<file path="src/hdl/tpm_cfg.svh">
// Timing counts and limits for the touch power-mode block.
// Assumes a 200 MHz core clock; included by bare name.
`ifndef TPM_CFG_SVH
`define TPM_CFG_SVH
`define TPM_CLK_MHZ        200
`define TPM_CYC_PER_MS     (`TPM_CLK_MHZ * 1000)
`define TPM_NORM_MIN_MS    7
`define TPM_NORM_MAX_MS    10
`define TPM_GREEN_MS       40
`define TPM_IDLE_MAX_S     15
`define TPM_WAKE_MIN_MS    2
`define TPM_WAKE_MAX_MS    5
`define TPM_BASE_INIT_MS   200
`define TPM_INT_PULSE_CYC  16
`define TPM_HOP_NOISE_LIM  3
`endif

</file>
<file path="src/hdl/tpm_pkg.sv">
// Types for the touch power-mode block.
// No assumptions beyond a SystemVerilog compiler.
package tpm_pkg;
    // Gray along Normal -> Green -> Sleep
    typedef enum logic [1:0] {
        TPM_NORMAL = 2'b00,
        TPM_GREEN  = 2'b01,
        TPM_SLEEP  = 2'b11
    } tpm_mode_e;
endpackage

</file>
<file path="src/hdl/tpm_power_notify.sv">
// Power-mode sequencer, scan pacing, calibration and host notification of a touch controller.
// Assumes the touch front end reports results on core_clk; int pin comes from the host pads.
// What this block does
// - Normal mode scans every configured 7..10 ms
// - No touch for idle seconds enters Green
// - Green mode scans every fixed 40 ms
// - Touch in Green returns to Normal
// - Sleep command enters Sleep mode
// - Interrupt held high 2..5 ms wakes
// - Notify host only on touch events
// - Trigger bit: 0 rising, 1 falling edge
// - Noise in band hops drive frequency
// - Baseline copied from first touch-free scan within 200 ms after start
// - Track drift by comparing history and current
`timescale 1ns/1ps
`include "tpm_cfg.svh"
module tpm_power_notify #(
    parameter int  NORM_MIN_CYC  = `TPM_NORM_MIN_MS * `TPM_CYC_PER_MS,  // Shortest Normal period
    parameter int  NORM_STEP_CYC = `TPM_CYC_PER_MS,                     // Per-step period increase
    parameter int  GREEN_CYC     = `TPM_GREEN_MS * `TPM_CYC_PER_MS,     // Green scan period
    parameter int  SEC_CYC       = 1000 * `TPM_CYC_PER_MS,              // One second
    parameter int  WAKE_MIN_CYC  = `TPM_WAKE_MIN_MS * `TPM_CYC_PER_MS,  // Least wake pulse
    parameter int  WAKE_MAX_CYC  = `TPM_WAKE_MAX_MS * `TPM_CYC_PER_MS,  // Longest wake pulse
    parameter int  BASE_INIT_CYC = `TPM_BASE_INIT_MS * `TPM_CYC_PER_MS, // Initial calibration window
    parameter int  SAMPLE_W      = 16,                                  // Sensor sample width
    parameter int  FREQ_W        = 3                                    // Drive frequency index width
) (
    input  wire logic                core_clk,      // 200 MHz clock
    input  wire logic                sys_rst,       // Synchronous reset, active high
    input  wire logic                clk_en,        // Freezes all state while low
    input  wire logic [1:0]          scan_period,   // Normal period select 0..3 (7..10 ms)
    input  wire logic [3:0]          idle_secs,     // No-touch seconds before Green
    input  wire logic                int_trigger,   // 0 rising, 1 falling notification
    input  wire logic                sleep_cmd,     // One-cycle sleep command from bus decoder
    input  wire logic                scan_done,     // One-cycle: scan result valid
    input  wire logic                touch_seen,    // With scan_done: touch present
    input  wire logic                noise_hit,     // With scan_done: noise in drive band
    input  wire logic [SAMPLE_W-1:0] sample_raw,    // With scan_done: raw sensor level
    input  wire logic                int_in,        // Interrupt pin level from pad
    output logic                     int_out,       // Interrupt pin drive value
    output logic                     int_oe,        // Interrupt pin drive enable
    output logic                     scan_start,    // One-cycle scan request
    output logic [FREQ_W-1:0]        drive_freq,    // Selected drive frequency
    output logic [SAMPLE_W-1:0]      baseline,      // Current baseline
    output logic                     base_ready,    // Initial baseline taken or init window ended
    output logic [1:0]               mode_out       // Current power mode
);

    tpm_pkg::tpm_mode_e mode_reg;                   // Power mode
    logic               int_s1_reg;                 // Pin synchroniser stage 1
    logic               int_s2_reg;                 // Pin synchroniser stage 2
    logic [31:0]        scan_cnt_reg;               // Scan period counter
    logic [31:0]        sec_cnt_reg;                // One-second prescaler
    logic [3:0]         idle_cnt_reg;               // Seconds without touch
    logic [31:0]        wake_cnt_reg;               // Length of high pulse on pin
    logic               wake_fire;                  // Valid wake pulse ended
    logic [31:0]        scan_limit;                 // Active scan period
    logic [31:0]        init_cnt_reg;               // Time since reset
    logic [1:0]         noise_cnt_reg;              // Consecutive noisy scans
    logic [4:0]         pulse_cnt_reg;              // Notification pulse timer
    logic               notify;                     // Touch event to report

    assign mode_out = mode_reg;

    // Two-flop synchroniser for the host-driven interrupt pin
    always_ff @(posedge core_clk) begin
        if (sys_rst) begin
            int_s1_reg <= 1'b0;
            int_s2_reg <= 1'b0;
        end else if (clk_en) begin
            int_s1_reg <= int_in;
            // Only this stage reads stage 1; all other logic sees stage 2
            int_s2_reg <= int_s1_reg;
        end
    end

    // Wake pulse width: only 2..5 ms high counts, longer or shorter ignored
    assign wake_fire = (mode_reg == tpm_pkg::TPM_SLEEP) && !int_s2_reg &&
                       (wake_cnt_reg >= 32'(WAKE_MIN_CYC)) && (wake_cnt_reg <= 32'(WAKE_MAX_CYC));

    // Count high time on the pin while asleep; saturate to avoid wrap
    always_ff @(posedge core_clk) begin
        if (sys_rst) begin
            wake_cnt_reg <= 32'h0;
        end else if (clk_en) begin
            if (mode_reg != tpm_pkg::TPM_SLEEP || !int_s2_reg) begin
                wake_cnt_reg <= 32'h0;
            end else if (wake_cnt_reg <= 32'(WAKE_MAX_CYC)) begin
                wake_cnt_reg <= wake_cnt_reg + 32'h1;
            end
        end
    end

    // Scan period chosen by mode
    always_comb begin
        if (mode_reg == tpm_pkg::TPM_GREEN) begin
            scan_limit = 32'(GREEN_CYC);
        end else begin
            scan_limit = 32'(NORM_MIN_CYC) + 32'(NORM_STEP_CYC) * 32'(scan_period);
        end
    end

    // Scan pacing; stopped during Sleep
    always_ff @(posedge core_clk) begin
        if (sys_rst) begin
            scan_cnt_reg <= 32'h0;
            scan_start   <= 1'b0;
        end else if (clk_en) begin
            scan_start <= 1'b0;
            if (mode_reg == tpm_pkg::TPM_SLEEP) begin
                scan_cnt_reg <= 32'h0;
            end else if (scan_cnt_reg >= scan_limit - 32'h1) begin
                scan_cnt_reg <= 32'h0;
                scan_start   <= 1'b1;
            end else begin
                scan_cnt_reg <= scan_cnt_reg + 32'h1;
            end
        end
    end

    // No-touch seconds in Normal mode
    always_ff @(posedge core_clk) begin
        if (sys_rst) begin
            sec_cnt_reg  <= 32'h0;
            idle_cnt_reg <= 4'h0;
        end else if (clk_en) begin
            if (mode_reg != tpm_pkg::TPM_NORMAL || (scan_done && touch_seen)) begin
                sec_cnt_reg  <= 32'h0;
                idle_cnt_reg <= 4'h0;
            end else if (sec_cnt_reg >= 32'(SEC_CYC) - 32'h1) begin
                sec_cnt_reg <= 32'h0;
                if (idle_cnt_reg != 4'hf) begin
                    idle_cnt_reg <= idle_cnt_reg + 4'h1;
                end
            end else begin
                sec_cnt_reg <= sec_cnt_reg + 32'h1;
            end
        end
    end

    // Mode sequencer; sleep command outranks touch and idle, wake only from Sleep
    always_ff @(posedge core_clk) begin
        if (sys_rst) begin
            mode_reg <= tpm_pkg::TPM_NORMAL;
        end else if (clk_en) begin
            case (mode_reg)
                tpm_pkg::TPM_NORMAL: begin
                    if (sleep_cmd) begin
                        mode_reg <= tpm_pkg::TPM_SLEEP;
                    end else if (!(scan_done && touch_seen) && idle_cnt_reg >= idle_secs) begin
                        mode_reg <= tpm_pkg::TPM_GREEN;
                    end
                end
                tpm_pkg::TPM_GREEN: begin
                    if (sleep_cmd) begin
                        mode_reg <= tpm_pkg::TPM_SLEEP;
                    end else if (scan_done && touch_seen) begin
                        mode_reg <= tpm_pkg::TPM_NORMAL;
                    end
                end
                tpm_pkg::TPM_SLEEP: begin
                    if (wake_fire) begin
                        mode_reg <= tpm_pkg::TPM_NORMAL;
                    end
                end
                default: mode_reg <= tpm_pkg::TPM_NORMAL;
            endcase
        end
    end

    // Touch events only, never while asleep
    assign notify = scan_done && touch_seen && (mode_reg != tpm_pkg::TPM_SLEEP);

    // Notification pulse: idle level set by trigger, pulse is the active edge then return
    always_ff @(posedge core_clk) begin
        if (sys_rst) begin
            pulse_cnt_reg <= 5'h0;
        end else if (clk_en) begin
            if (mode_reg == tpm_pkg::TPM_SLEEP) begin
                pulse_cnt_reg <= 5'h0;
            end else if (notify) begin
                pulse_cnt_reg <= 5'(`TPM_INT_PULSE_CYC);
            end else if (pulse_cnt_reg != 5'h0) begin
                pulse_cnt_reg <= pulse_cnt_reg - 5'h1;
            end
        end
    end

    // Pin released in Sleep so the host may hold it low and drive the wake pulse
    always_ff @(posedge core_clk) begin
        if (sys_rst) begin
            int_out <= 1'b0;
            int_oe  <= 1'b0;
        end else if (clk_en) begin
            // Releasing the pin lets the host hold it low, then pulse it to wake us
            int_oe  <= (mode_reg != tpm_pkg::TPM_SLEEP);
            int_out <= int_trigger ^ (pulse_cnt_reg != 5'h0);
        end
    end

    // Frequency hopping after a run of noisy scans
    always_ff @(posedge core_clk) begin
        if (sys_rst) begin
            noise_cnt_reg <= 2'h0;
            drive_freq    <= '0;
        end else if (clk_en && scan_done) begin
            if (!noise_hit) begin
                noise_cnt_reg <= 2'h0;
            end else if (noise_cnt_reg >= 2'(`TPM_HOP_NOISE_LIM) - 2'h1) begin
                noise_cnt_reg <= 2'h0;
                drive_freq    <= drive_freq + 1'b1;
            end else begin
                noise_cnt_reg <= noise_cnt_reg + 2'h1;
            end
        end
    end

    // Baseline: copy during init window, then slow drift tracking on touch-free scans
    always_ff @(posedge core_clk) begin
        if (sys_rst) begin
            init_cnt_reg <= 32'h0;
            base_ready   <= 1'b0;
            baseline     <= '0;
        end else if (clk_en) begin
            if (init_cnt_reg < 32'(BASE_INIT_CYC)) begin
                init_cnt_reg <= init_cnt_reg + 32'h1;
            end
            if (scan_done && !touch_seen && !base_ready) begin
                baseline   <= sample_raw;
                base_ready <= 1'b1;
            end else if (!base_ready && init_cnt_reg >= 32'(BASE_INIT_CYC) - 32'h1) begin
                base_ready <= 1'b1;
            end else if (scan_done && !touch_seen) begin
                if (sample_raw > baseline) begin
                    baseline <= baseline + 1'b1;
                end else if (sample_raw < baseline) begin
                    baseline <= baseline - 1'b1;
                end
            end
        end
    end

    // Checks
    // Period checks watch the counter and the request pulse, not the limit mux,
    // so a wrong compare or a lost pulse is caught
    property p_green_period;
        @(posedge core_clk) disable iff (sys_rst)
        (clk_en && mode_reg == tpm_pkg::TPM_GREEN && scan_cnt_reg == 32'(GREEN_CYC) - 32'h1) |=> scan_start;
    endproperty
    a_green_period: assert property (p_green_period) else $error("green period wrong");

    property p_norm_period;
        @(posedge core_clk) disable iff (sys_rst)
        (clk_en && mode_reg == tpm_pkg::TPM_NORMAL &&
         scan_cnt_reg == 32'(NORM_MIN_CYC) + 32'(NORM_STEP_CYC) * 32'(scan_period) - 32'h1) |=> scan_start;
    endproperty
    a_norm_period: assert property (p_norm_period) else $error("normal period wrong");

    // Third noisy scan in a row must move the drive frequency
    property p_hop;
        @(posedge core_clk) disable iff (sys_rst)
        (clk_en && scan_done && noise_hit && noise_cnt_reg == 2'(`TPM_HOP_NOISE_LIM - 1))
        |=> drive_freq != $past(drive_freq);
    endproperty
    a_hop: assert property (p_hop) else $error("no frequency hop");

    property p_sleep_enter;
        @(posedge core_clk) disable iff (sys_rst)
        (clk_en && sleep_cmd && mode_reg != tpm_pkg::TPM_SLEEP) |=> mode_reg == tpm_pkg::TPM_SLEEP;
    endproperty
    a_sleep_enter: assert property (p_sleep_enter) else $error("sleep not entered");

    property p_green_wake;
        @(posedge core_clk) disable iff (sys_rst)
        (clk_en && !sleep_cmd && mode_reg == tpm_pkg::TPM_GREEN && scan_done && touch_seen)
        |=> mode_reg == tpm_pkg::TPM_NORMAL;
    endproperty
    a_green_wake: assert property (p_green_wake) else $error("green touch ignored");

    // Gated by clk_en: a frozen cycle keeps the last drive values
    property p_sleep_quiet;
        @(posedge core_clk) disable iff (sys_rst)
        (clk_en && mode_reg == tpm_pkg::TPM_SLEEP) |=> !scan_start && !int_oe;
    endproperty
    a_sleep_quiet: assert property (p_sleep_quiet) else $error("activity in sleep");

    property p_wake;
        @(posedge core_clk) disable iff (sys_rst)
        (clk_en && wake_fire) |=> mode_reg == tpm_pkg::TPM_NORMAL;
    endproperty
    a_wake: assert property (p_wake) else $error("wake missed");

    property p_notify_only_touch;
        @(posedge core_clk) disable iff (sys_rst)
        (clk_en && $rose(pulse_cnt_reg != 5'h0)) |-> $past(notify);
    endproperty
    a_notify_only_touch: assert property (p_notify_only_touch) else $error("spurious notify");

    property p_idle_level;
        @(posedge core_clk) disable iff (sys_rst)
        (clk_en && $past(clk_en) && $past(pulse_cnt_reg) == 5'h0) |-> int_out == $past(int_trigger);
    endproperty
    a_idle_level: assert property (p_idle_level) else $error("int idle level wrong");

    property p_base_init;
        @(posedge core_clk) disable iff (sys_rst)
        (init_cnt_reg >= 32'(BASE_INIT_CYC)) |-> base_ready;
    endproperty
    a_base_init: assert property (p_base_init) else $error("baseline late");

endmodule

</file>
<file path="config.mk">
export PLATFORM = sky130hd
export DESIGN_NAME = tpm_power_notify
export DESIGN_NICKNAME = d
export VERILOG_FILES = /design/src/hdl/tpm_pkg.sv /design/src/hdl/tpm_power_notify.sv
export VERILOG_INCLUDE_DIRS = /design/src /design/src/hdl
export SDC_FILE = /design/constraint.sdc
export NUM_CORES = 1
export LEC_CHECK = 0
export ABC_AREA = 1
export BUFFER_PORTS_ARGS = -buffer_cell sky130_fd_sc_hd__clkbuf_2
export CAP_MARGIN = 0
export CORE_ASPECT_RATIO = 1.2
export CORE_MARGIN = 2
export CORE_UTILIZATION = 30
export CTS_CLUSTER_DIAMETER = 120
export DETAILED_ROUTE_END_ITERATION = 7
export GPL_TIMING_DRIVEN = 0
export SLEW_MARGIN = 10
export SYNTH_ARGS = -nofsm -noshare
export SYNTH_HDL_FRONTEND = slang
export SYNTH_SLANG_ARGS = --single-unit
</file>
<file path="constraint.sdc">
create_clock -name core_clk -period 3.1 [get_ports core_clk]
set_input_delay 0.155 -clock core_clk [delete_from_list [all_inputs] [get_ports core_clk]]
set_output_delay 0.155 -clock core_clk [all_outputs]
set_load 0.05 [all_outputs]
</file>
Yosys cells after proc, flatten, opt, wreduce, memory -nomap -nowiden
Index checks and enable logic that the tools add are counted.
{"block": "op_classes", "n_addsub": 12, "multipliers": 1, "n_lt_le_gt_ge": 10, "eq_ne": 8, "muxes": 30, "bitwise": 1, "reduce_logical": 34}
{"cell": "32-bit two-way mux", "count": 6}
{"cell": "32-bit by 1-bit adder with 32-bit output (second input constant)", "count": 4}
{"cell": "16-bit two-way mux", "count": 5}
{"cell": "32-bit by 19-bit >= comparator with 1-bit output (second input constant)", "count": 1}
{"cell": "32-bit by 26-bit >= comparator with 1-bit output (second input constant)", "count": 1}
{"cell": "32-bit by 28-bit >= comparator with 1-bit output (second input constant)", "count": 1}
{"cell": "32-bit >= comparator", "count": 1}
{"cell": "32-bit by 20-bit <= comparator with 1-bit output (second input constant)", "count": 1}
{"cell": "32-bit by 26-bit less-than comparator with 1-bit output (second input constant)", "count": 1}
{"cell": "32-bit by 1-bit subtractor with 32-bit output (second input constant)", "count": 1}
{"cell": "23-bit two-way mux", "count": 1}
{"cell": "21-bit by 20-bit adder with 22-bit output (first input constant)", "count": 1}
{"cell": "16-bit by 1-bit adder with 16-bit output (second input constant)", "count": 1}
{"cell": "16-bit > comparator", "count": 1}
{"cell": "16-bit less-than comparator", "count": 1}
{"cell": "16-bit by 1-bit subtractor with 16-bit output (second input constant)", "count": 1}
{"cell": "5-bit two-way mux", "count": 3}
{"cell": "12-bit by 2-bit multiplier with 14-bit output (first input constant)", "count": 1}
{"cell": "2-bit two-way mux", "count": 7}
{"cell": "4-bit two-way mux", "count": 3}
{"cell": "2-bit nonzero test", "count": 6}
{"cell": "1-bit logical AND", "count": 10}
{"cell": "2-bit AND reduction", "count": 4}
{"cell": "4-bit AND reduction", "count": 2}
{"cell": "21 further kinds", "count": 32}
{"block": "totals", "ff_bits": 166, "out_inout_bits": 25, "wordCells": 112}

Logic depth before layout (Yosys ltp)
Gate-level depths: netlist (run 1).
{"block": "depth", "depth_word": 7, "mapped_depth": 23, "mapped_depth_nobuf": 23}

Worst setup path after synthesis (run 1)
OpenSTA, ideal clock, no wires.
{"block": "synth_path", "path_type": "register -> register", "startpoint": "register mode_reg[0] (netlist: mode_out[0])", "endpoint": "register scan_cnt_reg[13]", "setup_ns": 0.070, "t_arrival_ns": 3.450, "t_required_ns": 3.030, "path_slack_ns": -0.420, "stages_incl_launch_ff": 20, "path_buffers": 1, "synth_period_minus_slack_ns": 3.520, "path_cell_list": "dfxtp_1 > inv_1 > nor2_1 > nor2_1 > inv_1 > ha_1 > inv_1 > nor3_1 > and3_1 > nand4_1 > xor2_1 > ha_1 > a21oi_1 > o21ai_0 > nand4_1 > o211ai_1 > a21oi_2 > buf_2 > nand4_1 > a21oi_1"}
{"block": "synth_between", "elab_chain_cells": 6, "word_cells_on_any_way": 7, "classes_between": "add/sub: 1; order compare: 1; eq/ne: 2; mux: 3"}
{"item": "start: declaration", "line_no": "tpm_power_notify.sv:49", "text": "tpm_pkg::tpm_mode_e mode_reg;"}
{"item": "start signal: assignment", "line_no": "tpm_power_notify.sv:144", "text": "mode_reg <= tpm_pkg::TPM_NORMAL;"}
{"item": "start signal: assignment", "line_no": "tpm_power_notify.sv:149", "text": "mode_reg <= tpm_pkg::TPM_SLEEP;"}
{"item": "start signal: assignment", "line_no": "tpm_power_notify.sv:151", "text": "mode_reg <= tpm_pkg::TPM_GREEN;"}
{"item": "2-bit by 1-bit == test with 1-bit output", "line_no": "tpm_power_notify.sv:96", "text": "if (mode_reg == tpm_pkg::TPM_GREEN) begin"}
{"item": "23-bit two-way mux", "line_no": "tpm_power_notify.sv:96"}
{"item": "32-bit by 1-bit subtractor with 32-bit output", "line_no": "tpm_power_notify.sv:112", "text": "end else if (scan_cnt_reg >= scan_limit - 32'h1) begin"}
{"item": "32-bit >= comparator", "line_no": "tpm_power_notify.sv:112"}
{"item": "32-bit two-way mux", "line_no": "tpm_power_notify.sv:112"}
{"item": "32-bit two-way mux (*)", "line_no": "tpm_power_notify.sv:110", "text": "if (mode_reg == tpm_pkg::TPM_SLEEP) begin"}
{"item": "end signal: assignment", "line_no": "tpm_power_notify.sv:116", "text": "scan_cnt_reg <= scan_cnt_reg + 32'h1;"}
{"item": "end: declaration", "line_no": "tpm_power_notify.sv:52", "text": "logic [31:0] scan_cnt_reg;"}
Every way passes the cells marked *; elsewhere a longest branch is shown, timed or not.
A chain may end at the register's enable or synchronous reset.

Worst setup path in the final report (run 1)
{"block": "layout_path", "startpoint": "register mode_reg[0] (netlist: mode_out[0])", "endpoint": "register scan_cnt_reg[27]"}
The elaborated chain is that of the path after synthesis.

==> run summary, run 1 <==
Data arrival, critical path: 3470 ps
TritonCTS buffer count: 17
Post-synth EDFFs: 0
RR Startpoint: mode_out[0]$_SDFFE_PP0P_
Initial Util: 30.4%
Total track usage: 16.2%
DRT iter0 DRCs: 818
Synth Cell Area: 11200 µm²
Critical Path Max Stage Delay: 360 ps
Worst slew pin tran: 763 ps
Part of the cycle the worst path needs: 99.8%
HPWL Detailed: 24300 µm
Outcome: finished, final reports clean
Largest net degree at the start of global routing: 17
Slowest cell on the critical path: dfxtp_4
Port bufs: 54
Vias per cell: 4.95
Placed cell areas: 12100 µm²
Core area: 36700 µm²
Post-synthesis cell type count: 51
Startpoint types: flop
Total congestion overflow: 0
Area Growth Syn to Fin: 21.0%
Fin. Hold Viols: 0
Top cells by count, synth: nand2_1 (374), nor2_1 (250), inv_1 (193), dfxtp_1 (166), a21oi_1 (139)
FMAX: 323 MHz
RSZ-0062 raised after global routing: yes
Critical Setup Path Class: flop to flop
Clk sinks: 166
CTS tree: built
LEAKAGE: 5.40 nW
Rows: 77
CTS Buffer Depth: 2
H-Tree Level Count: 4
DRC errors left: 0
Setup TNS: 0 ps
Sequential area share after synthesis: 29.8%
Width of the die: 180 µm
Period minus WS final: 3090 ps
Reg2reg setup slack: 5 ps
Clock slew at reported path FFs: 70 ps
Share of layout cells above drive strength 1: 15.9%
ANT nets after route: 0
Die Ht: 215 µm
Top cells by area, synth: dfxtp_1 (30%), nand2_1 (13%), ha_1 (8.6%)
Setup violators final: 0
Hold Startpoint: sample_raw[8]
Reg2reg path depth: 22
Buffers plus inverters on the worst setup path: 5
Mean post-synth cell area: 6.56 µm²
Slew margin rel.: 49.2%
Hold WC Path Type: primary input to flop
Nets: 1928
Primary FF master, synth: dfxtp_1
Ys Warns: 0
Largest area contributor in the netlist: dfxtp_1
Max FO, Critical Path: 7
Critical Path, Cell by Cell: inv_4, nor2_4, buf_12, nor2_4, inv_2, ha_4, inv_4, nor3_4, and3_4, nand4_1, xor2_1, ha_2, a21oi_2, o21ai_1, nand4_1, o211ai_1, a21oi_4, nand2_4, clkbuf_16, nor2_4, nor2_1, nor2_1
Register area: 3370 µm²
Register bit total from synthesis: 166
Yosys top cell area share: 29.8%
I/O pin count: 56
Max cap viols: 0
Reg-to-reg endpoint: scan_cnt_reg[27]$_SDFFE_PP0P_
Final RePlAce weighted congestion: 0.937
Die Area: 38700 µm²
Delay-heaviest family, CP: simple AND/OR/NAND/NOR gates
Fill cell count: 3887
1st-pass router iterations: 5
Critical Path End Type: flop
Endpoint, Worst Hold: baseline[8]$_SDFFE_PP0P_
WL final: 32300 µm
Avg WL per Cell: 14.0 µm
CP most frequent cell: nor2_4
Inserted Diodes: 0
Initial antenna violation count: 0
Async set-or-reset flop fraction in the synthesized netlist: 0%
Pwr per Cell Area: 393 nW/µm²
Skew-Pair Late Insertion Delay: 440 ps
First-pass GRT wire length: 51900 µm
CP Data Required Time: 3470 ps
Via count: 11415
Max-slew violations: 0
Vias in the first global route: 10762
Clk_skew: 11.3 ps
Gate Count Post-Synth: 1700
Footprint of the multi-input gates: 7340 µm²
Non-Filler Instances: 2306
WHS Path Cells: 3
Placed insts: 2236
Peak supply drop: 0.299 mV
Post-route cell area: 13500 µm²
Clock Root Buffer: clkbuf_16
Most common cell in the synthesized netlist: nand2_1
[worst max path at each step]
stage	from	endpoint	slack [ps]	cells after the start
after floorplan	mode_out[0]$_SDFFE_PP0P_	scan_cnt_reg[13]$_SDFFE_PP0P_	5	19
after global placement	scan_period[0]	scan_cnt_reg[7]$_SDFFE_PP0P_	-590	20
after detailed placement	scan_period[0]	scan_cnt_reg[7]$_SDFFE_PP0P_	-700	20
after CTS	baseline[15]$_SDFFE_PP0P_	baseline[14]$_SDFFE_PP0P_	6	19
after global routing	mode_out[0]$_SDFFE_PP0P_	scan_cnt_reg[24]$_SDFFE_PP0P_	-150	22
final	mode_out[0]$_SDFFE_PP0P_	scan_cnt_reg[27]$_SDFFE_PP0P_	5	22
[metal layers]
layer	share of wire [%]	global-route usage [%]
met5	0	0
met4	3.0	6.26
met1	44	19.6
met2	49	28.6
met3	4.5	2.49
[where the power goes]
part	internal, mW	switching (mW)	leakage [nW]
Sequential	2.17	0.0418	1.35
Clock	1.13	0.991	0.285
Combinational	0.354	0.613	3.76
[worst reg2reg max path: cells and delay by family, from the launching register on]
kind,cells,cell delay (ps)
xor+xnor,1,190
flops,1,360
fa+ha+maj,2,320
compound gates,4,600
simple gates,10,1050
buf+inv,5,500
[final cells by class]
cell class | instances | area share, %
plain buffers | 47 | 1.89
clock buffers | 17 | 3.15
inverters | 197 | 5.56
clock inverters | 15 | 1.07
multi-input cells | 1297 | 54.4
well taps | 474 | 4.39
flip-flops and latches | 166 | 25.0
repair buffers | 93 | 4.59
[through the flow]
| step | hold slack [ps] | power, mW | worst slack, ps | util, % |
|---|---|---|---|---|
| after global placement | 412 | 3.04 | -586 | 32.9 |
| after detailed placement | 419 | 3.06 | -704 | 32.9 |
| after CTS | 16.5 | 5.22 | 6.46 | 35.1 |
| after global routing | 34.0 | 5.54 | -153 | 36.8 |
| after floorplan | 290 | 2.84 | 5.20 | - |
| final | 37.4 | 5.30 | 5.43 | 36.8 |
[placed cells by master (no fill, tap or decap), drive strengths merged, types with 2 or more instances in the layout]
cell / n
nor4: 16
o31ai: 2
nand4: 51
nand2: 383
xor2: 39
o21bai: 3
a21o: 9
and3: 9
nor3: 67
a31oi: 5
nor3b: 7
o22ai: 3
nand3b: 4
a211oi: 6
inv: 203
xnor2: 16
buf: 61
clkinv: 7
ha: 77
or2: 9
nor2: 255
dfxtp: 166
clkbuf: 95
nand3: 112
o21ai: 62
a21oi: 142
conb: 9
o211ai: 4
o21a: 3
[cells by family (layout without fill, tap and decap cells)]
| logic type | after synthesis | after routing | share of synthesized area, % |
|---|---|---|---|
| buffers and inverters | 246 | 369 | 8.95 |
| other | 1 | 9 | 0.0336 |
| xor gates and xnor gates | 55 | 55 | 4.32 |
| DFF | 166 | 166 | 29.8 |
| and+or+nand+nor | 912 | 913 | 36.2 |
| adders and majority gates | 78 | 78 | 8.82 |
| AOI/OAI and AO/OA | 242 | 242 | 11.9 |
[repair_timing]
action / 4_1_cts / 5_1_grt
hold endpoints to repair: 1 / 0
setup endpoints to repair: 41 / 43
pin swaps: 9 / 28
gates cloned: 0 / 2
hold buffers: 1 / 0
buffers inserted: 12 / 25
resized for setup: 31 / 94
Note: power is estimated with default switching activity, not from simulation.
==> run 2, diff against run 1 <==
--- a/config.mk
+++ b/config.mk
@@ -11,7 +11,7 @@
 export CAP_MARGIN = 0
 export CORE_ASPECT_RATIO = 1.2
 export CORE_MARGIN = 2
-export CORE_UTILIZATION = 30
+export CORE_UTILIZATION = 35
 export CTS_CLUSTER_DIAMETER = 120
 export DETAILED_ROUTE_END_ITERATION = 7
 export GPL_TIMING_DRIVEN = 0
==> run 2 against run 1 <==
Compared with the run above: non-clock buffer count fell by 5; largest power group unchanged; first-iteration DRC count is 3.2% lower; critical path type unchanged; final area fell by 0.61%; register-to-register slack better by 50 ps; cell count decreased by 3.4%; via count grew 0.11%.
==> run summary, run 2 (same netlist as run 1, synthesis figures left out) <==
TritonCTS buffer count: 17 (unchanged)
Hold Startpoint: sample_raw[9] (was sample_raw[8])
Vias in the first global route: 10447 (was 10762)
DRT iter0 DRCs: 792 (was 818)
CTS Buffer Depth: 2 (unchanged)
Avg WL per Cell: 14.2 µm (was 14.0 µm)
DRC errors left: 0 (unchanged)
Reg2reg path depth: 20 (was 22)
RSZ-0062 raised after global routing: yes (unchanged)
Setup violators final: 0 (unchanged)
Rows: 71 (was 77)
Skew-Pair Late Insertion Delay: 440 ps (about the same)
Commonest non-fill, non-tap cell in the layout: nand2_1 (unchanged)
FMAX: 328 MHz (was 323 MHz)
RR Startpoint: mode_out[0]$_SDFFE_PP0P_ (unchanged)
Total congestion overflow: 0 (unchanged)
Total track usage: 18.5% (was 16.2%)
Nets: 1923 (was 1928)
Worst slew pin tran: 795 ps (was 763 ps)
Initial antenna violation count: 0 (unchanged)
Core area: 31400 µm² (was 36700 µm²)
Slew margin rel.: 47.0% (was 49.2%)
Final RePlAce weighted congestion: 0.911 (was 0.937)
Startpoint types: flop (unchanged)
Setup TNS: 0 ps (unchanged)
WL final: 31700 µm (was 32300 µm)
Outcome: finished, final reports clean (unchanged)
Part of the cycle the worst path needs: 98.3% (was 99.8%)
Clock slew at reported path FFs: 80 ps (was 70 ps)
Share of layout cells above drive strength 1: 15.0% (was 15.9%)
Peak supply drop: 0.354 mV (was 0.299 mV)
Non-Filler Instances: 2228 (was 2306)
Fill cell count: 3241 (was 3887)
Fin. Hold Viols: 0 (unchanged)
Largest net degree at the start of global routing: 19 (was 17)
1st-pass router iterations: 5 (unchanged)
Critical Path End Type: flop (unchanged)
Clk_skew: 13.4 ps (was 11.3 ps)
Width of the die: 167 µm (was 180 µm)
Pwr per Cell Area: 402 nW/µm² (was 393 nW/µm²)
Critical Setup Path Class: flop to flop (unchanged)
Inserted Diodes: 0 (unchanged)
CP Launch Point: mode_out[0]$_SDFFE_PP0P_ (unchanged)
Clock Root Buffer: clkbuf_16 (unchanged)
Core Util, Final: 42.8% (was 36.8%)
Clk sinks: 166 (unchanged)
Period minus WS final: 3050 ps (was 3090 ps)
Hold WC Path Type: primary input to flop (unchanged)
HPWL Detailed: 23900 µm (was 24300 µm)
Area Growth Syn to Fin: 20.3% (was 21.0%)
Reg2reg setup slack: 50 ps (was 5 ps)
Initial Util: 35.6% (was 30.4%)
Die Ht: 200 µm (was 215 µm)
Data arrival, critical path: 3360 ps (was 3470 ps)
H-Tree Level Count: 4 (unchanged)
CTS tree: built (unchanged)
Commonest cells after routing, fill and taps aside: nand2_1 (364), nor2_1 (241), inv_1 (185) (was nand2_1 (362), nor2_1 (228), inv_1 (182))
Placed insts: 2163 (was 2236)
Max cap viols: 0 (unchanged)
WHS Path Cells: 4 (was 3)
Max FO, Critical Path: 8 (was 7)
Max-slew violations: 0 (unchanged)
ANT nets after route: 0 (unchanged)
Die Area: 33300 µm² (was 38700 µm²)
CP Data Required Time: 3410 ps (was 3470 ps)
Port bufs: 54 (unchanged)
I/O pin count: 56 (unchanged)
LEAKAGE: 5.38 nW (was 5.40 nW)
First-pass GRT wire length: 50900 µm (was 51900 µm)
Via count: 11428 (was 11415)
Vias per cell: 5.13 (was 4.95)
[run 2: cell type report]
cell class / count / area, µm² / area share, %
clock inverter: 15 / 175 / 1.31
clock buffer: 17 / 425 / 3.17
multi-input combinational: 1297 / 7330 / 54.6
tap: 401 / 502 / 3.74
timing repair buffer: 88 / 598 / 4.46
sequential: 166 / 3370 / 25.2
buffer: 47 / 265 / 1.98
inverter: 197 / 746 / 5.56
[run 2: where the power goes]
group	internal [mW]	switching [mW]	total [mW]	leakage (nW)
combinational	0.348	0.603	0.952	3.73
clock	1.16	1.06	2.22	0.298
sequential	2.17	0.0421	2.22	1.35
total	3.69	1.70	5.39	5.38
[run 2: per-stage QoR]
stage | hold WS [ps] | setup slack [ps] | total power [mW] | instance area (µm²)
2_1_floorplan | 290 | 5.20 | 2.84 | 11200
3_3_place_gp | 411 | -621 | 3.04 | 12000
4_1_cts | 40.3 | 23.0 | 5.33 | 12800
5_1_grt | 80.3 | -181 | 5.64 | 13400
3_5_place_dp | 414 | -666 | 3.06 | 12000
6_report | 58.6 | 54.2 | 5.39 | 13400
[run 2: final timing paths]
path	to
max reg2reg	scan_cnt_reg[27]$_SDFFE_PP0P_
min	baseline[9]$_SDFFE_PP0P_
min reg2reg	init_cnt_reg[27]$_SDFFE_PP0P_
max	scan_cnt_reg[27]$_SDFFE_PP0P_
[run 2: worst max-delay path: stages, from the launching register on]
cell and delay [ps]:
dfxtp_4 350, inv_2 40, nor2_4 90, buf_12 130, buf_4 170, clkinvlp_4 180, o21ai_2 120, and3_4 210
nand4_1 100, xor2_1 240, ha_2 220, a21oi_2 40, o21ai_1 130, nand4_1 110, o211ai_1 190, a21oi_4 120
nand2_4 140, clkbuf_16 160, nor2_1 40, nor2_1 90, nor2_1 40
[run 2: layer usage]
layer | part of all wire (%) | global-route usage, %
met2 | 49 | 33.6
met4 | 2.0 | 5.49
met5 | 0 | 0
met3 | 4.5 | 2.57
met1 | 44 | 22.8
[run 2: repair_timing]
| action | CTS | global route |
|---|---|---|
| resized for setup | 27 | 88 |
| pin swaps | 7 | 32 |
| setup endpoints to repair | 43 | 43 |
| hold buffers | 2 | 0 |
| hold endpoints to repair | 2 | 0 |
| gates cloned | 1 | 2 |
| buffers inserted | 11 | 19 |
==> run 3, diff against run 2 <==
--- a/config.mk
+++ b/config.mk
@@ -15,6 +15,7 @@
 export CTS_CLUSTER_DIAMETER = 120
 export DETAILED_ROUTE_END_ITERATION = 7
 export GPL_TIMING_DRIVEN = 0
+export MAX_ROUTING_LAYER = met4
 export SLEW_MARGIN = 10
 export SYNTH_ARGS = -nofsm -noshare
 export SYNTH_HDL_FRONTEND = slang
==> run 3 against run 2 <==
Compared with the run above: utilization fell by 0.19 points; die area stayed put; critical path type unchanged; clock power fell by 3%; largest cell class unchanged; setup slack better by 17 ps; cell count about the same; non-clock buffer count down 2; critical path depth up 2.
==> run summary, run 3 (same netlist as run 1, synthesis figures left out) <==
FMAX: 330 MHz (was 328 MHz)
DRT iter0 DRCs: 733 (was 792)
Initial antenna violation count: 0 (unchanged)
Largest net degree at the start of global routing: 17 (was 19)
Clk_skew: 13.9 ps (was 13.4 ps)
Core area: 31400 µm² (unchanged)
Outcome: finished, final reports clean (unchanged)
Initial Util: 35.6% (unchanged)
Met3 Usage GRT: 2.38% (was 2.57%)
Area Growth Syn to Fin: 19.8% (was 20.3%)
Register area: 3360 µm² (was 3370 µm²)
Setup violators final: 0 (unchanged)
Via count: 11324 (was 11428)
I/O pin count: 56 (unchanged)
Vias per cell: 5.09 (was 5.13)
Share of layout cells above drive strength 1: 15.0% (about the same)
Non-Filler Instances: 2226 (was 2228)
Rows: 71 (unchanged)
Slew margin rel.: 50.9% (was 47.0%)
GRT Max-Usage Layer: met2 (unchanged)
GR met2 Demand/Resource: 34.2% (was 33.6%)
ANT nets after route: 0 (unchanged)
Fill cell count: 3306 (was 3241)
Die Area: 33300 µm² (unchanged)
Clock slew at reported path FFs: 70 ps (was 80 ps)
Port bufs: 54 (unchanged)
Final RePlAce weighted congestion: 0.916 (was 0.911)
RSZ-0062 raised after global routing: yes (unchanged)
Vias in the first global route: 10818 (was 10447)
CTS tree: built (unchanged)
Width of the die: 167 µm (unchanged)
CTS Buffer Depth: 2 (unchanged)
Clock Root Buffer: clkbuf_16 (unchanged)
Part of the cycle the worst path needs: 97.7% (was 98.3%)
Commonest cells after routing, fill and taps aside: nand2_1 (361), nor2_1 (232), inv_1 (188) (was nand2_1 (364), nor2_1 (241), inv_1 (185))
TritonCTS buffer count: 17 (unchanged)
Startpoint types: flop (unchanged)
LEAKAGE: 5.36 nW (was 5.38 nW)
Peak supply drop: 0.302 mV (was 0.354 mV)
First-pass GRT wire length: 51600 µm (was 50900 µm)
Total Power: 5.33 mW (was 5.39 mW)
Critical Setup Path Class: flop to flop (unchanged)
Met1 Use GR: 23.0% (was 22.8%)
CP Data Required Time: 3460 ps (was 3410 ps)
1st-pass router iterations: 5 (unchanged)
Hold WC Path Type: primary input to flop (unchanged)
Footprint of the multi-input gates: 7350 µm² (was 7330 µm²)
Worst slew pin tran: 736 ps (was 795 ps)
HPWL Detailed: 23900 µm (about the same)
Max cap viols: 0 (unchanged)
H-Tree Level Count: 4 (unchanged)
Data arrival, critical path: 3390 ps (was 3360 ps)
Commonest non-fill, non-tap cell in the layout: nand2_1 (unchanged)
Total congestion overflow: 0 (unchanged)
Total track usage: 19.4% (was 18.5%)
Skew-Pair Late Insertion Delay: 440 ps (about the same)
DRC errors left: 0 (unchanged)
Clk sinks: 166 (unchanged)
Fin. Hold Viols: 0 (unchanged)
Inserted Diodes: 0 (unchanged)
WL final: 31900 µm (was 31700 µm)
Period minus WS final: 3030 ps (was 3050 ps)
Core Util, Final: 42.6% (was 42.8%)
Max FO, Critical Path: 5 (was 8)
Critical Path End Type: flop (unchanged)
Avg WL per Cell: 14.3 µm (was 14.2 µm)
Nets: 1921 (was 1923)
Pwr per Cell Area: 399 nW/µm² (was 402 nW/µm²)
Placed insts: 2163 (unchanged)
Max-slew violations: 0 (unchanged)
Die Ht: 200 µm (unchanged)
run 3: power by group:
part / internal [mW] / total (mW) / switching, mW / leakage [nW]
sequential: 2.18 / 2.22 / 0.0446 / 1.35
combinational: 0.347 / 0.952 / 0.605 / 3.72
clock: 1.22 / 2.16 / 0.940 / 0.288
run 3: worst max-delay path, cell delays in order, from the launching register on:
cell and delay (ps):
dfxtp_4 360, inv_4 40, nor2_4 100, buf_12 130
nor2_4 50, inv_2 80, ha_4 130, inv_2 40
nor3_4 130, and3_4 220, nand4_1 100, xor2_1 170
ha_2 190, a21oi_2 120, o21ai_1 70, nand4_1 70
o211ai_1 150, a21oi_4 260, nand2_4 130, buf_8 170
nor2_4 70, nor2_2 40, nor2_1 110
run 3: through the flow:
stage                     area [µm²]  setup WS, ps  hold slack [ps]  TNS, ps
after floorplan                11200          5.20              290        0
after global placement         12000          -636              412   -17750
after detailed placement       12000          -645              417   -18430
after CTS                      12800          12.5             7.00        0
after global routing           13400         -99.8             40.7    -1710
final                          13400          71.1             22.0        0
run 3: what timing repair did:
| action | CTS | global route |
|---|---|---|
| hold buffers | 1 | 0 |
| setup endpoints to repair | 42 | 43 |
| buffers inserted | 11 | 19 |
| hold endpoints to repair | 1 | 0 |
| pin swaps | 9 | 21 |
| gates cloned | 0 | 2 |
| gates resized for setup | 26 | 88 |
run 3: worst paths after layout:
| path | start | cells past startpoint | slack, ps | to |
|---|---|---|---|---|
| max reg2reg | mode_out[0]$_SDFFE_PP0P_ | 22 | 70 | scan_cnt_reg[23]$_SDFFE_PP0P_ |
| min | sample_raw[8] | 3 | 20 | baseline[8]$_SDFFE_PP0P_ |
| max | mode_out[0]$_SDFFE_PP0P_ | 22 | 70 | scan_cnt_reg[23]$_SDFFE_PP0P_ |
| min reg2reg | init_cnt_reg[26]$_SDFFE_PP0P_ | 2 | 430 | init_cnt_reg[26]$_SDFFE_PP0P_ |
run 3: routing by layer:
metal	vias up	wire, µm
met2	237	15900
li1	5808	-
met3	45	1120
met4	0	583
met1	5234	14300
met5	-	0
run 3: final cells by class:
type / instances / area share [%]
well taps: 401 / 3.76
repair buffers: 86 / 4.19
clock inverters: 14 / 1.11
multi-input cells: 1297 / 55.0
plain buffers: 47 / 1.91
clock buffers: 18 / 3.29
inverters: 197 / 5.57
flip-flops and latches: 166 / 25.2
